$ cat config.mk
export PLATFORM = sky130hd
export DESIGN_NAME = adc_host_ctrl
export DESIGN_NICKNAME = d
export VERILOG_FILES = /design/src/hdl/adc_host_pkg.sv /design/src/hdl/adc_host_ctrl.sv /design/src/hdl/pin_sync.sv
export VERILOG_INCLUDE_DIRS = /design/src /design/src/hdl
export SDC_FILE = /design/constraint.sdc
export NUM_CORES = 1
export LEC_CHECK = 0
export BUFFER_PORTS_ARGS = -buffer_cell sky130_fd_sc_hd__buf_2
export CORE_ASPECT_RATIO = 0.5
export CORE_UTILIZATION = 50
export CTS_CLUSTER_SIZE = 20
export DETAILED_ROUTE_END_ITERATION = 7
export PLACE_DENSITY = 0.71
export SYNTH_ARGS = -nofsm -noshare
export SYNTH_HDL_FRONTEND = slang
export SYNTH_SLANG_ARGS = --single-unit
export TNS_END_PERCENT = 1
$ cat constraint.sdc
create_clock -name ref_clk -period 3.35 [get_ports ref_clk]
set_input_delay 0.5025 -clock ref_clk [delete_from_list [all_inputs] [get_ports ref_clk]]
set_output_delay 0.5025 -clock ref_clk [all_outputs]
set_load 0.01 [all_outputs]
$ cat src/hdl/adc_host_consts.svh
// Timing counts and field positions for the converter host controller.
// Assumes a 100 MHz ref_clk; included by the controller module only.
`ifndef ADC_HOST_CONSTS_SVH
`define ADC_HOST_CONSTS_SVH

`define CLK_PERIOD_NS      10
`define CONV_MAX_NS        530
`define CONV_MAX_CYC       ((`CONV_MAX_NS + `CLK_PERIOD_NS - 1) / `CLK_PERIOD_NS)
`define STROBE_MIN_NS      50
`define STROBE_CYC         ((`STROBE_MIN_NS + `CLK_PERIOD_NS - 1) / `CLK_PERIOD_NS)
`define START_LOW_NS       20
`define START_LOW_CYC      ((`START_LOW_NS + `CLK_PERIOD_NS - 1) / `CLK_PERIOD_NS)
`define CHAN_LSB           0
`define DEV_ADDR_LSB       3

`endif

$ cat src/hdl/adc_host_pkg.sv
// Types shared by the converter host controller.
// Assumes the constants header sits beside it.
package adc_host_pkg;
    // Pins driven toward the converter
    typedef struct packed {
        logic       convert_start_n;  // Conversion start, low starts
        logic       rd_n;             // Read strobe
        logic       cs_n;             // Chip select
        logic [2:0] chan;             // Channel address pins
    } conv_pins_t;

    // Controller states
    typedef enum logic [2:0] {
        ST_IDLE  = 3'b000,
        ST_START = 3'b001,
        ST_WAIT  = 3'b010,
        ST_READ  = 3'b011,
        ST_DONE  = 3'b100
    } host_state_t;
endpackage

$ cat src/hdl/adc_host_ctrl.sv
// Host controller for an 8-bit sampling converter on a parallel pin port.
// Assumes the converter pins connect directly; data pins are inputs here.
//
// How it works
// - Channel pins come from address bits.
// - Select decodes only upper address bits.
// - Standalone: read and select follow done.
// - Start alone converts, outputs, sets mode.
// - Address held stable during access.
`timescale 1ns/1ns
`include "adc_host_consts.svh"
module adc_host_ctrl
    import adc_host_pkg::*;
#(
    parameter int          CHAN_BITS  = 3,
    parameter int          ADDR_BITS  = 16,
    parameter logic [12:0] DEV_BASE   = 13'h0001
) (
    input  wire logic                 ref_clk,        // 100 MHz clock
    input  wire logic                 resetn,         // Sync reset, low active
    input  wire logic                 req_valid,      // Request a conversion
    input  wire logic [ADDR_BITS-1:0] req_addr,       // Address of the access
    input  wire logic                 req_sleep,      // Power down after it
    input  wire logic                 standalone,     // Single-channel tied mode
    output logic                      req_ready,      // Idle, may take request
    output logic                      res_valid,      // Result pulse
    output logic [7:0]                res_data,       // Captured result
    output logic [CHAN_BITS-1:0]      res_chan,       // Channel of result
    output logic                      convert_start_n,// Start pin
    output logic                      rd_n,           // Read strobe pin
    output logic                      cs_n,           // Chip select pin
    output logic [CHAN_BITS-1:0]      chan_addr,      // Channel address pins
    input  wire logic                 done_n,         // Conversion-done pin
    input  wire logic [7:0]           data_pins       // Result data pins
);
    // Refuse shapes that the channel slice and the select decode cannot serve
    if (CHAN_BITS < 1 || CHAN_BITS > 3 || ADDR_BITS != 16) begin
        $error("adc_host_ctrl: unsupported parameters");
    end

    localparam logic [9:0] CONV_CYC   = 10'(`CONV_MAX_CYC);
    localparam logic [9:0] STROBE_CYC = 10'(`STROBE_CYC);
    localparam logic [9:0] START_CYC  = 10'(`START_LOW_CYC);

    // Select decode looks only at bits above the channel field
    function automatic logic dev_hit(input logic [ADDR_BITS-1:0] a);
        dev_hit = (a[ADDR_BITS-1:`DEV_ADDR_LSB] == DEV_BASE);
    endfunction

    logic done_s;                     // Synchronised done level
    logic done_prev_q, done_prev_d;   // Last done level
    logic [7:0] data_s;               // Synchronised data pins
    host_state_t st_q, st_d;          // Controller state
    logic [9:0]  cnt_q, cnt_d;        // Cycle counter
    logic        sleep_q, sleep_d;    // Power down requested
    logic [ADDR_BITS-1:0] addr_q, addr_d; // Held access address
    logic        convs_q, convs_d;    // Start pin level
    logic        rd_q, rd_d;          // Read strobe level
    logic        cs_q, cs_d;          // Select level
    logic [CHAN_BITS-1:0] chan_q, chan_d; // Channel pins
    logic        rv_q, rv_d;          // Result pulse
    logic [7:0]  rdat_q, rdat_d;      // Result byte
    logic [CHAN_BITS-1:0] rch_q, rch_d; // Result channel
    logic        rdy_q, rdy_d;        // Ready for a request
    logic [7:0]  hold_q, hold_d;      // Data last seen while done was low
    logic        done_rise;           // Synchronised done rising edge

    pin_sync #(.WIDTH(9)) u_sync (
        .ref_clk (ref_clk),
        .resetn  (resetn),
        .pin_raw ({done_n, data_pins}),
        .level_q ({done_s, data_s})
    );

    assign done_rise = done_s && !done_prev_q;

    // Sequencer next state
    always_comb begin
        st_d        = st_q;
        cnt_d       = cnt_q;
        sleep_d     = sleep_q;
        addr_d      = addr_q;
        convs_d     = convs_q;
        rd_d        = rd_q;
        cs_d        = cs_q;
        chan_d      = chan_q;
        rv_d        = 1'b0;
        rdat_d      = rdat_q;
        rch_d       = rch_q;
        rdy_d       = 1'b0;
        done_prev_d = done_s;
        // Tied mode: the pins flip to the released level in the same cycle
        // that the synchronised done rises, so keep the copy from before
        hold_d      = done_s ? hold_q : data_s;
        case (st_q)
            ST_IDLE: begin
                rdy_d = 1'b1;
                if (req_valid && rdy_q && (standalone || dev_hit(req_addr))) begin
                    addr_d  = req_addr;
                    sleep_d = req_sleep;
                    convs_d = 1'b0;
                    cnt_d   = 10'h000;
                    rdy_d   = 1'b0;
                    st_d    = ST_START;
                end
            end
            ST_START: begin
                cnt_d = cnt_q + 10'h001;
                if (cnt_q + 10'h001 >= START_CYC && !sleep_q) begin
                    convs_d = 1'b1;               // Release early: stays powered
                end
                if (cnt_q + 10'h001 >= START_CYC) begin
                    cnt_d = 10'h000;
                    st_d  = ST_WAIT;
                end
            end
            ST_WAIT: begin
                cnt_d = cnt_q + 10'h001;
                if (standalone && done_rise) begin
                    rdat_d = hold_q;
                    rch_d  = '0;
                    rv_d   = 1'b1;
                    st_d   = ST_DONE;
                end else if (!standalone && !done_s) begin
                    chan_d = CHAN_BITS'(addr_q[`CHAN_LSB +: 3]);
                    cs_d   = 1'b0;                // Done taken as the go
                    cnt_d  = 10'h000;
                    st_d   = ST_READ;
                end else if (cnt_q >= CONV_CYC + STROBE_CYC) begin
                    st_d = ST_DONE;               // Missing done: give up
                end
            end
            ST_READ: begin
                cnt_d = cnt_q + 10'h001;
                rd_d  = 1'b0;                     // Channel latched here
                if (cnt_q >= STROBE_CYC + 10'h004) begin
                    rdat_d = data_s;              // Sampled while low
                    rch_d  = chan_q;
                    rv_d   = 1'b1;
                    rd_d   = 1'b1;                // Rise ends done early
                    cs_d   = 1'b1;
                    st_d   = ST_DONE;
                end
            end
            ST_DONE: begin
                convs_d = 1'b1;                   // Rising edge powers up
                st_d    = ST_IDLE;
            end
            default: st_d = ST_IDLE;
        endcase
    end

    // State registers
    always_ff @(posedge ref_clk) begin
        if (!resetn) begin
            st_q <= ST_IDLE;
            cnt_q <= 10'h000;
            sleep_q <= 1'b0;
            addr_q <= '0;
            convs_q <= 1'b1;
            rd_q <= 1'b1;
            cs_q <= 1'b1;
            chan_q <= '0;
            rv_q <= 1'b0;
            rdat_q <= 8'h00;
            hold_q <= 8'h00;
            rch_q <= '0;
            rdy_q <= 1'b0;
            done_prev_q <= 1'b1;
        end else begin
            st_q <= st_d;
            cnt_q <= cnt_d;
            sleep_q <= sleep_d;
            addr_q <= addr_d;
            convs_q <= convs_d;
            rd_q <= rd_d;
            cs_q <= cs_d;
            chan_q <= chan_d;
            rv_q <= rv_d;
            rdat_q <= rdat_d;
            hold_q <= hold_d;
            rch_q <= rch_d;
            rdy_q <= rdy_d;
            done_prev_q <= done_prev_d;
        end
    end

    assign req_ready       = rdy_q;
    assign res_valid       = rv_q;
    assign res_data        = rdat_q;
    assign res_chan        = rch_q;
    assign convert_start_n = convs_q;
    assign rd_n            = rd_q;
    assign cs_n            = cs_q;
    assign chan_addr       = chan_q;
endmodule

$ cat src/hdl/pin_sync.sv
// Three-stage synchroniser for a pin from outside ref_clk.
// Assumes the pin may change at any time relative to the clock.
`timescale 1ns/1ns
module pin_sync #(
    parameter int WIDTH = 1
) (
    input  wire logic             ref_clk,  // System clock
    input  wire logic             resetn,   // Sync reset, low active
    input  wire logic [WIDTH-1:0] pin_raw,  // Raw pin
    output logic      [WIDTH-1:0] level_q   // Filtered level
);
    logic [WIDTH-1:0] s1_q, s2_q, s3_q;   // Stages
    logic [WIDTH-1:0] level_d;            // Next filtered value

    // A zero-width bundle has nothing to carry
    if (WIDTH < 1) begin
        $error("pin_sync: unsupported width");
    end

    // Accept a change only when stages two and three agree
    always_comb begin
        level_d = level_q;
        for (int i = 0; i < WIDTH; i++) begin
            if (s2_q[i] == s3_q[i]) begin
                level_d[i] = s3_q[i];
            end
        end
    end

    // Registers; idle level is high for these strobes
    always_ff @(posedge ref_clk) begin
        if (!resetn) begin
            s1_q    <= '1;
            s2_q    <= '1;
            s3_q    <= '1;
            level_q <= '1;
        end else begin
            s1_q    <= pin_raw;
            s2_q    <= s1_q;
            s3_q    <= s2_q;
            level_q <= level_d;
        end
    end
endmodule

# Word-level counts from Yosys, hierarchy flattened
# Index checks and enable logic that the tools add are counted.
[classes] add_sub_neg=1 reduce_logical=23 n_lt_le_gt_ge=3 n_mux=29 bitwise=1 eq_ne=22
[ops] operator="$mux W10" count=4
[ops] operator="$pmux W10 S4" count=1
[ops] operator="$mux W3" count=8
[ops] operator="$mux W8" count=2
[ops] operator="$pmux W8 S2" count=1
[ops] operator="$ne A2 B2 Y1 const B" count=7
[ops] operator="$eq A13 B1 Y1 const B" count=1
[ops] operator="$pmux W3 S4" count=1
[ops] operator="$add A10 B1 Y10 const B" count=1
[ops] operator="$ge A10 B2 Y1 const B" count=1
[ops] operator="$ge A10 B4 Y1 const B" count=1
[ops] operator="$ge A10 B6 Y1 const B" count=1
[ops] operator="$eq A1 B1 Y1" count=9
[ops] operator="$reduce_and A3 Y1" count=3
[ops] operator="$mux W1" count=8
[ops] operator="$reduce_and A4 Y1" count=2
[ops] operator="$eq A3 B2 Y1 const B" count=2
[ops] operator="$logic_and A1 B1 Y1" count=6
[ops] operator="$pmux W3 S2" count=1
[ops] operator="$reduce_and A2 Y1" count=3
[ops] operator="$logic_not A1 Y1" count=4
[ops] operator="$ne A4 B4 Y1 const B" count=1
[ops] operator="$pmux W1 S2" count=2
[ops] operator="$reduce_bool A4 Y1" count=1
[ops] operator="other kinds (8)" count=8
[totals] wordCells=105 ff_bits=81 output_inout_bits=19 in_bits=30

# Longest topological paths before layout
# Gate-level depths: netlist (run 1).
[logic_depth] word_depth=5 mapped_depth=9

# Hierarchy
# From an unflattened synthesis (run 1), not the netlist that was laid out.
[unflattened] cells_unflattened=350 area_unflattened_um2=3216.8
[by_module_without_submodules] mod="adc_host_ctrl" area_each_um2=2180.8 seq_area_each_um2=900.9 cells_each=257 instances=1
[by_module_without_submodules] mod="pin_sync" area_each_um2=1036.0 seq_area_each_um2=720.7 cells_each=93 instances=1

# Least setup slack after synthesis (run 1)
# No wires, ideal clock.
[synth_path] path_type="flip-flop to flip-flop" from="register cnt_q[1]" to="register rdat_q[6] (netlist: res_data[6])" required_ps=3207 slack_ps=996 path_buffers=1 stages_incl_launch_ff=10 arrival_time_ps=2211 cell_sequence="dfxtp_1 -> inv_1 -> ha_1 -> or3b_2 -> a2111o_1 -> a21oi_4 -> nor2_2 -> buf_6 -> nor2_1 -> a311oi_2"
[synth_via] elab_chain_cells=3
[synth_lines] item="start, declared" line_no="adc_host_ctrl.sv:54" text="logic [9:0] cnt_q, cnt_d;"
[synth_lines] item="start signal, assigned" line_no="adc_host_ctrl.sv:172" text="cnt_q <= cnt_d;"
[synth_lines] item="$ge A10 B4 Y1" line_no="adc_host_ctrl.sv:136" text="if (cnt_q >= STROBE_CYC + 10'h004) begin"
[synth_lines] item="$ne A2 B2 Y1 (no source line)"
[synth_lines] item="$reduce_and A3 Y1 (no source line)"
[synth_lines] item="end signal, assigned" line_no="adc_host_ctrl.sv:180" text="rdat_q <= rdat_d;"
[synth_lines] item="end, declared" line_no="adc_host_ctrl.sv:62" text="logic [7:0] rdat_q, rdat_d;"
# No other way between the ends.
# A chain may end at the register's enable or synchronous reset.

# Worst setup path in the final report (run 1)
# Ends and elaborated chain as after synthesis.

==> results of run 1 <==
==> sequential cells by signal, indices dropped and copies added, names as in the netlist, 8 cells and up <==
name	flops
cnt_q	10
u_sync.level_q	9
u_sync.s1_q	9
u_sync.s2_q	9
u_sync.s3_q	9
hold_q	8
res_data	8
==> stage by stage <==
stage / worst slack (ps) / power [mW] / instances / util
4_1_cts: 786 / 2.04 / 488 / 0.620
5_1_grt: 630 / 2.09 / 488 / 0.620
6_report: 772 / 2.01 / 488 / 0.620
2_1_floorplan: 996 / 1.07 / 354 / -
3_3_place_gp: 922 / 1.10 / 472 / 0.573
3_5_place_dp: 794 / 1.11 / 472 / 0.573
==> cells in the mapped netlist, types with 2 or more instances <==
| cell type | instances |
|---|---|
| xnor2_1 | 2 |
| buf_6 | 2 |
| nor2_1 | 33 |
| nor3_1 | 13 |
| dfxtp_1 | 81 |
| o21ai_1 | 11 |
| clkbuf_1 | 16 |
| nor2b_1 | 10 |
| a21boi_1 | 7 |
| ha_1 | 4 |
| inv_1 | 4 |
| a2111o_1 | 2 |
| a211oi_1 | 2 |
| a21oi_1 | 21 |
| and2_1 | 3 |
| nand4_1 | 5 |
| buf_2 | 3 |
| nand4b_1 | 2 |
| nand2_1 | 25 |
| a22o_1 | 2 |
| a31oi_1 | 6 |
| and3_1 | 2 |
| nor4_1 | 2 |
| o21ai_0 | 12 |
| nand3_1 | 12 |
| or3_1 | 3 |
| mux2i_1 | 12 |
| a311oi_2 | 8 |
| nand2b_1 | 31 |
==> logic make-up after synthesis <==
group                      count (synthesis)  synth area share
muxes                                     12            0.0368
xor gates and xnor gates                   2           0.00537
buffers and inverters                     27            0.0368
adders and majority gates                  4            0.0153
DFF                                       81             0.497
AOI/OAI and AO/OA                         80             0.174
and+or+nand+nor                          148             0.234
==> power by group through the flow <==
stage / clock network, mW / logic (mW) / registers [mW]
5_1_grt: 0.989 / 0.100 / 1.00
2_1_floorplan: 0 / 0.0590 / 1.01
6_report: 0.926 / 0.0896 / 0.998
4_1_cts: 0.949 / 0.0901 / 0.998
3_5_place_dp: 0 / 0.0900 / 1.02
3_3_place_gp: 0 / 0.0865 / 1.02
==> per-layer routing <==
metal / up-vias / share of wire / track usage / wire [um]
met3: 7 / 0.054 / 0.0828 / 355
li1: 1324 / - / - / -
met4: 0 / 0.0067 / 0.0769 / 44
met2: 58 / 0.50 / 0.367 / 3260
met1: 1208 / 0.44 / 0.263 / 2920
met5: - / 0 / 0 / 0
==> cell type report <==
cell class                      count  area, um2  share of cell area
Clock buffer                       11        253              0.0659
Clock inverter                      5       37.5             0.00979
Inverter                            5       18.8             0.00490
Multi-Input combinational cell    246       1520               0.397
Sequential cell                    81       1620               0.423
Tap cell                           88        110              0.0287
Timing Repair Buffer               52        270              0.0705
==> path summary, 6_finish.rpt <==
path,endpoint,startpoint,cells after the start
max,res_data[6]$_SDFFE_PN0P_,cnt_q[1]$_SDFFE_PN0P_,8
min,u_sync.s1_q[6]$_SDFF_PN1_,data_pins[6],2
max reg2reg,res_data[6]$_SDFFE_PN0P_,cnt_q[1]$_SDFFE_PN0P_,8
min reg2reg,u_sync.s2_q[0]$_SDFF_PN1_,u_sync.s1_q[0]$_SDFF_PN1_,1
==> worst register-to-register path, cell delays in order, from the launching register on <==
cell and delay [ps]:
dfxtp_1 440, inv_1 110, ha_1 200, or3b_2 430, a2111o_1 540, a21oi_4 240
nor2_2 190, nor2_1 190, a311oi_2 70
==> flow_summary.yaml, run 1 <==
sta:
  fmax_mhz: 388
  final.period_utilization: 0.769
  relSlewSlack: 0.401
  maxSlewViolCount: 0
  worst_pin_slew_ps: 898
  finalHoldViolations: 0
  setup_viol_count_final: 0
  fin_worst_skew_ps: 4.56
  totalNegativeSetupSlack_ps: 0
  holdWs_ps: 345
  rsz0062_at_grt: "false"
  fin_crit_ps: 2580
setup_path:
  critPathKind: "reg2reg"
  cp.buffers_inverters: 1
  startpoint_type: "register"
  critPathRequiredTime_ps: 3510
  cp_slowest_cell: "a2111o_1"
  crit_path_max_incr_delay_ps: 540
  crit_path_cell_trace: "inv_1 -> ha_1 -> or3b_2 -> a2111o_1 -> a21oi_4 -> nor2_2 -> nor2_1 -> a311oi_2"
  r2r_setup_slack_ps: 770
  cp-end-kind: "register"
  arrival_ps: 2740
  crit_fanout: 16
  path_delay_family: "compound AO/OA/AOI/OAI gates"
synthesis:
  synth_cell_types: 47
  synth-edff-count: 0
  yosysSeqAreaShare: 0.497
  ys_ff_latch: 81
  synthArstFlopShare: 0
  syn_inst: 354
  netlist.area_leader.share: 0.497
  synth.net_count: 388
  synth_area_leaders: "dfxtp_1 50%, nand2b_1 5.9%, nor2_1 3.8%, mux2i_1 3.7%, a311oi_2 3.7%"
  syn_area_mm2: 0.00326
  synth_ff_type: "dfxtp_1"
  yosys.area.top_type: "dfxtp_1"
  syn_area_per_cell_um2: 9.22
  ys_warn_count: 0
finish:
  final_common_cell: "dfxtp_1"
  drive_gt1_frac: 0.200
  antenna_cells: 0
  fin_nets: 429
  most-common-layout-cells: "81 x dfxtp_1, 48 x buf_2, 33 x nor2_1, 31 x nand2b_1, 25 x nand2_1"
  finish.instance_area_mm2: 0.00383
  syn_to_final_growth_pct: 17.4
  nFillCells: 529
run:
  max_cap_viol_count: 0
power_and_ir_drop:
  pwr-share-clk: 0.460
  vdd_ir_drop_max_mv: 0.378
  seqPwrFrac: 0.496
  p_leak_nw: 1.47
  power-per-cell-area_mw_per_mm2: 525
  power_frac_comb: 0.045
  p_sw_uw: 445
  swShare: 0.221
  internal-power_mw: 1.57
drt:
  wl_mm: 6.58
  vias: 2597
  routed_via_density: 5.32
  drc: 0
  post_drt_wl_per_cell_um: 13.5
  drt-initial-drc-count: 219
  ant_nets: 0
  first_pass_iters: 4
global_routing:
  grt_pass1_wl_mm: 11.4
  grt_pass1_vias: 2457
  antenna_found_initial: 0
  grt_usage: 0.220
  grt_max_degree: 44
  overflow: 0
clock_tree:
  cts_tree: "built"
  cts.sinks: 81
  postCtsHoldBufs: 0
  clockBufferDepth: 2
  cts.repair.resized: 0
  clock_latency_ps: 330
  cts_buffers: 9
  cts_setup_buffers: 0
  htreeDepth: 3
  root_buffer: "clkbuf_16"
  path_clk_slew_ps: 60
die:
  fp.dieArea_mm2: 0.00687
  die_h_um: 59.1
  core_area_mm2: 0.00618
  die_w_um: 116
  io-pin-count: 49
  initial_core_util: 0.528
  row_count: 20
placement:
  portBuffers: 48
  hpwl_mm: 4.49
  dpl_cell_area_mm2: 0.00354
  gp_congestion: 0.881
worst_hold_path:
  hp-class: "in2reg"
outcome:
  outcome: "completed"
Note: power is estimated with default switching activity, not from simulation.
==> inputs of run 2 (changes only) <==
--- a/config.mk
+++ b/config.mk
@@ -6,12 +6,13 @@
 export SDC_FILE = /design/constraint.sdc
 export NUM_CORES = 1
 export LEC_CHECK = 0
+export ABC_AREA = 1
 export BUFFER_PORTS_ARGS = -buffer_cell sky130_fd_sc_hd__buf_2
 export CORE_ASPECT_RATIO = 0.5
 export CORE_UTILIZATION = 50
 export CTS_CLUSTER_SIZE = 20
 export DETAILED_ROUTE_END_ITERATION = 7
-export PLACE_DENSITY = 0.71
+export PLACE_DENSITY = 0.74
 export SYNTH_ARGS = -nofsm -noshare
 export SYNTH_HDL_FRONTEND = slang
 export SYNTH_SLANG_ARGS = --single-unit
==> constraint.sdc (replaced) <==
create_clock -name ref_clk -period 2.36 [get_ports ref_clk]
set_input_delay 0.354 -clock ref_clk [delete_from_list [all_inputs] [get_ports ref_clk]]
set_output_delay 0.354 -clock ref_clk [all_outputs]
set_load 0.01 [all_outputs]
==> flow_summary.yaml, run 2 <==
outcome:
  outcome: "completed"
drt:
  drc: 0
  wl_mm: 6.39
  post_drt_wl_per_cell_um: 11.7
  first_pass_iters: 4
  drt-initial-drc-count: 123
  vias: 2664
  ant_nets: 0
  routed_via_density: 4.88
die:
  fp.dieArea_mm2: 0.00680
  die_w_um: 116
  io-pin-count: 49
  core_area_mm2: 0.00616
  row_count: 20
  die_h_um: 58.8
  initial_core_util: 0.524
setup_path:
  cp-end-kind: "register"
  critPathRequiredTime_ps: 2580
  cp_slowest_cell: "dfxtp_1"
  critPathKind: "reg2reg"
  arrival_ps: 2170
  crit_path_cell_trace: "inv_1 -> ha_1 -> or2_2 -> nor2_1 -> nand3_1 -> nor2_2 -> nand3_1 -> nand2_1 -> nand2_1 -> nand3_1 -> nand3_1"
  crit_fanout: 5
  path_delay_family: "simple AND/OR/NAND/NOR gates"
  cp.buffers_inverters: 1
  crit_path_max_incr_delay_ps: 420
  critPathMostFrequentCell: "nand3_1"
  startpoint_type: "register"
finish:
  largest-register: "cnt_q"
  largest_register_ffs: 10
  most-common-layout-cells: "81 x dfxtp_1, 74 x nand2_1, 48 x buf_2, 43 x nor2_1, 36 x o21ai_0"
  antenna_cells: 0
  syn_to_final_growth_pct: 18.7
  multi_input_area_mm2: 0.00143
  final_core_util: 0.622
  seqCellArea_mm2: 0.00162
  final_common_cell: "dfxtp_1"
  nFillCells: 588
  finish.instance_area_mm2: 0.00383
  fin_nets: 487
  drive_gt1_frac: 0.258
synthesis:
  ys_top_cells_by_count: "81 x dfxtp_1, 74 x nand2_1, 43 x nor2_1, 36 x o21ai_0, 31 x or2_2"
  synthArstFlopShare: 0
  synth-edff-count: 0
  syn_area_mm2: 0.00323
  netlist.area_leader.share: 0.503
  ys_ff_latch: 81
  synth_cell_types: 32
  syn_area_per_cell_um2: 7.98
  synth_ff_type: "dfxtp_1"
  synth_most_common_cell: "dfxtp_1"
  ys_warn_count: 0
  yosys.area.top_type: "dfxtp_1"
  syn_inst: 404
  synth_area_leaders: "dfxtp_1 50%, nand2_1 8.6%, or2_2 6.0%, o21ai_0 5.6%, nor2_1 5.0%"
  yosysSeqAreaShare: 0.503
  synth.net_count: 438
sta:
  maxSlewViolCount: 0
  setup_viol_count_final: 0
  finalHoldViolations: 0
  fin_crit_ps: 1950
  totalNegativeSetupSlack_ps: 0
  holdWs_ps: 192
  relSlewSlack: 0.581
  worst_pin_slew_ps: 622
  final.period_utilization: 0.827
  fin_worst_skew_ps: 5.60
  rsz0062_at_grt: "false"
  fmax_mhz: 513
clock_tree:
  root_buffer: "clkbuf_16"
  postCtsHoldBufs: 0
  cts_tree: "built"
  clock_latency_ps: 340
  clockBufferDepth: 2
  cts_setup_buffers: 0
  cts_buffers: 9
  path_clk_slew_ps: 60
  cts.sinks: 81
  htreeDepth: 3
  cts.repair.resized: 0
global_routing:
  antenna_found_initial: 0
  grt_pass1_wl_mm: 10.7
  grt_pass1_vias: 2337
  grt_max_degree: 36
  overflow: 0
  grt_usage: 0.210
power_and_ir_drop:
  p_leak_nw: 1.59
  power-per-cell-area_mw_per_mm2: 897
  finalPower_mw: 3.43
  vdd_ir_drop_max_mv: 0.615
placement:
  hpwl_mm: 4.25
  gp_congestion: 0.877
  portBuffers: 48
  dpl_cell_area_mm2: 0.00353
run:
  max_cap_viol_count: 0
worst_hold_path:
  hp-class: "in2reg"
## run 2: routing by layer
metal,GRT usage,up-vias,routed length [um]
li1,-,1425,-
met1,0.246,1191,3090
met2,0.355,39,2950
met3,0.0752,9,271
met4,0.0909,0,83
met5,0,-,0
## run 2: where the power goes
part,internal (mW),switching (mW),leakage (nW)
sequential,1.45,0.0586,0.660
clock,0.822,0.556,0.143
combinational,0.195,0.356,0.786
## run 2: layout make-up
type	instances	area share
sequential	81	0.424
clock buffer	10	0.0598
tap	88	0.0288
timing repair buffer	51	0.0686
multi-input combinational	280	0.373
inverter	30	0.0294
clock inverter	6	0.0170
## run 2: final timing paths
path | startpoint | endpoint | slack (ps) | cells after the start
worst max-delay path | cnt_q[0]$_SDFFE_PN0P_ | convert_start_n$_SDFFE_PN1P_ | 410 | 11
worst min-delay path | data_pins[2] | u_sync.s1_q[2]$_SDFF_PN1_ | 190 | 2
worst max register to register | cnt_q[0]$_SDFFE_PN0P_ | convert_start_n$_SDFFE_PN1P_ | 410 | 11
worst min register to register | u_sync.s1_q[0]$_SDFF_PN1_ | u_sync.s2_q[0]$_SDFF_PN1_ | 410 | 1
## run 2: cells by family after synthesis
group,after synthesis,synth area share
buf+inv,43,0.0547
fa+ha+maj,4,0.0155
simple gates,190,0.283
compound gates,86,0.144
flops,81,0.503
## run 2: metrics by stage
step / setup WS (ps) / std cells
2_1_floorplan: 595 / 404
6_report: 409 / 546
5_1_grt: 230 / 546
3_5_place_dp: 442 / 530
4_1_cts: 427 / 546
3_3_place_gp: 506 / 530
## run 2: worst reg2reg max path: stages, from the launching register on
cell and delay [ps]:
dfxtp_1 420, inv_1 120, ha_1 310, or2_2 290, nor2_1 100, nand3_1 90, nor2_2 130, nand3_1 80
nand2_1 70, nand2_1 60, nand3_1 80, nand3_1 80
==> inputs of run 3 (changes only) <==
==> constraint.sdc (replaced) <==
create_clock -name ref_clk -period 1.7 [get_ports ref_clk]
set_input_delay 0.255 -clock ref_clk [delete_from_list [all_inputs] [get_ports ref_clk]]
set_output_delay 0.255 -clock ref_clk [all_outputs]
set_load 0.01 [all_outputs]
==> flow_summary.yaml, run 3 (synthesis gave the netlist of run 2 again) <==
outcome:
  outcome: "complete, but fails checks"
  violations: "setup timing"
sta:
  rsz0062_at_grt: "true"
  maxSlewViolCount: 0
  worst_pin_slew_ps: 349
  relSlewSlack: 0.767
  final.period_utilization: 1.02
  holdWs_ps: 96.4
  setup_viol_count_final: 4
  totalNegativeSetupSlack_ps: -61.8
  finalWorstSetupSlack_ps: -26.4
  fin_crit_ps: 1730
  fmax_mhz: 579
  fin_worst_skew_ps: 4.32
  finalHoldViolations: 0
run:
  max_cap_viol_count: 0
finish:
  largest_register_ffs: 10
  final_core_util: 0.677
  drive_gt1_frac: 0.329
  fin_cells: 562
  final_common_cell: "dfxtp_1"
  finish.instance_area_mm2: 0.00417
  fin_nets: 503
  most-common-layout-cells: "77 x dfxtp_1, 72 x nand2_1, 48 x buf_2, 39 x nor2_1, 30 x or2_2"
  largest-register: "cnt_q"
  antenna_cells: 0
  syn_to_final_growth_pct: 29.2
global_routing:
  grt_max_degree: 36
  grt_usage: 0.206
  grt_pass1_vias: 2373
  overflow: 0
  grt_pass1_wl_mm: 10.6
  antenna_found_initial: 0
worst_hold_path:
  hp-class: "in2reg"
drt:
  drt-initial-drc-count: 123
  drc: 0
  post_drt_wl_per_cell_um: 11.9
  first_pass_iters: 4
  ant_nets: 0
  vias: 2768
  wl_mm: 6.69
  routed_via_density: 4.93
setup_path:
  crit_fanout: 4
  critPathRequiredTime_ps: 1920
  arrival_ps: 1950
  cp-end-kind: "register"
  critPathKind: "reg2reg"
  startpoint_type: "register"
die:
  initial_core_util: 0.524
  die_w_um: 116
  fp.dieArea_mm2: 0.00680
  row_count: 20
  die_h_um: 58.8
  io-pin-count: 49
  core_area_mm2: 0.00616
placement:
  dpl_cell_area_mm2: 0.00363
  place_ws_ps: -90.5
  gp_congestion: 0.878
  hpwl_mm: 4.27
  portBuffers: 48
  dp.cells: 542
clock_tree:
  cts.sinks: 81
  htreeDepth: 3
  root_buffer: "clkbuf_16"
  path_clk_slew_ps: 60
  postCtsHoldBufs: 0
  cts_tree: "built"
  clock_latency_ps: 340
  clockBufferDepth: 2
  cts_buffers: 9
power_and_ir_drop:
  power-per-cell-area_mw_per_mm2: 1290
  vdd_ir_drop_max_mv: 0.997
  p_leak_nw: 1.72
  finalPower_mw: 5.36
[run 3: final cells by class]
| type | instances | area, um2 |
|---|---|---|
| Timing Repair Buffer | 66 | 387 |
| Sequential cell | 81 | 1630 |
| Inverter | 30 | 120 |
| Multi-Input combinational cell | 281 | 1570 |
| Clock inverter | 7 | 124 |
| Clock buffer | 9 | 225 |
| Fill cell | 487 | 1990 |
| Tap cell | 88 | 110 |
[run 3: critical path, stage by stage (launching register included)]
cell and delay [ps]:
dfxtp_4 360, inv_2 50, ha_4 240, or2_4 250, nor2_2 130, nand3_2 110
nor2_4 110, nand4_1 160, nand2_2 140, nor3_1 60
[run 3: per-layer routing]
| layer | vias up | GRT usage | part of all wire |
|---|---|---|---|
| met5 | - | 0 | 0 |
| met4 | 0 | 0.0965 | 0.022 |
| met3 | 16 | 0.0721 | 0.041 |
| met2 | 44 | 0.350 | 0.49 |
| met1 | 1251 | 0.238 | 0.45 |
| li1 | 1457 | - | - |
[run 3: power by group]
group	switching, mW	internal (mW)
combinational	0.611	0.433
sequential	0.0630	2.01
clock	0.790	1.45
total	1.46	3.90
[run 3: worst paths after layout]
check,start,end,slack (ps),depth (start not counted)
max,cnt_q[0]$_SDFFE_PN0P_,st_q[2]$_SDFFE_PN0P_,-30,9
min,data_pins[2],u_sync.s1_q[2]$_SDFF_PN1_,100,2
max reg2reg,cnt_q[0]$_SDFFE_PN0P_,st_q[2]$_SDFFE_PN0P_,-30,9
min reg2reg,u_sync.s1_q[1]$_SDFF_PN1_,u_sync.s2_q[1]$_SDFF_PN1_,410,1
[run 3: repair_timing]
action	in CTS	in global routing
pin swaps	6	15
setup buffers	2	1
gates resized for setup	13	32
hold endpoints to repair	0	0
gates cloned	0	1
endpoints found under the setup margin	14	18
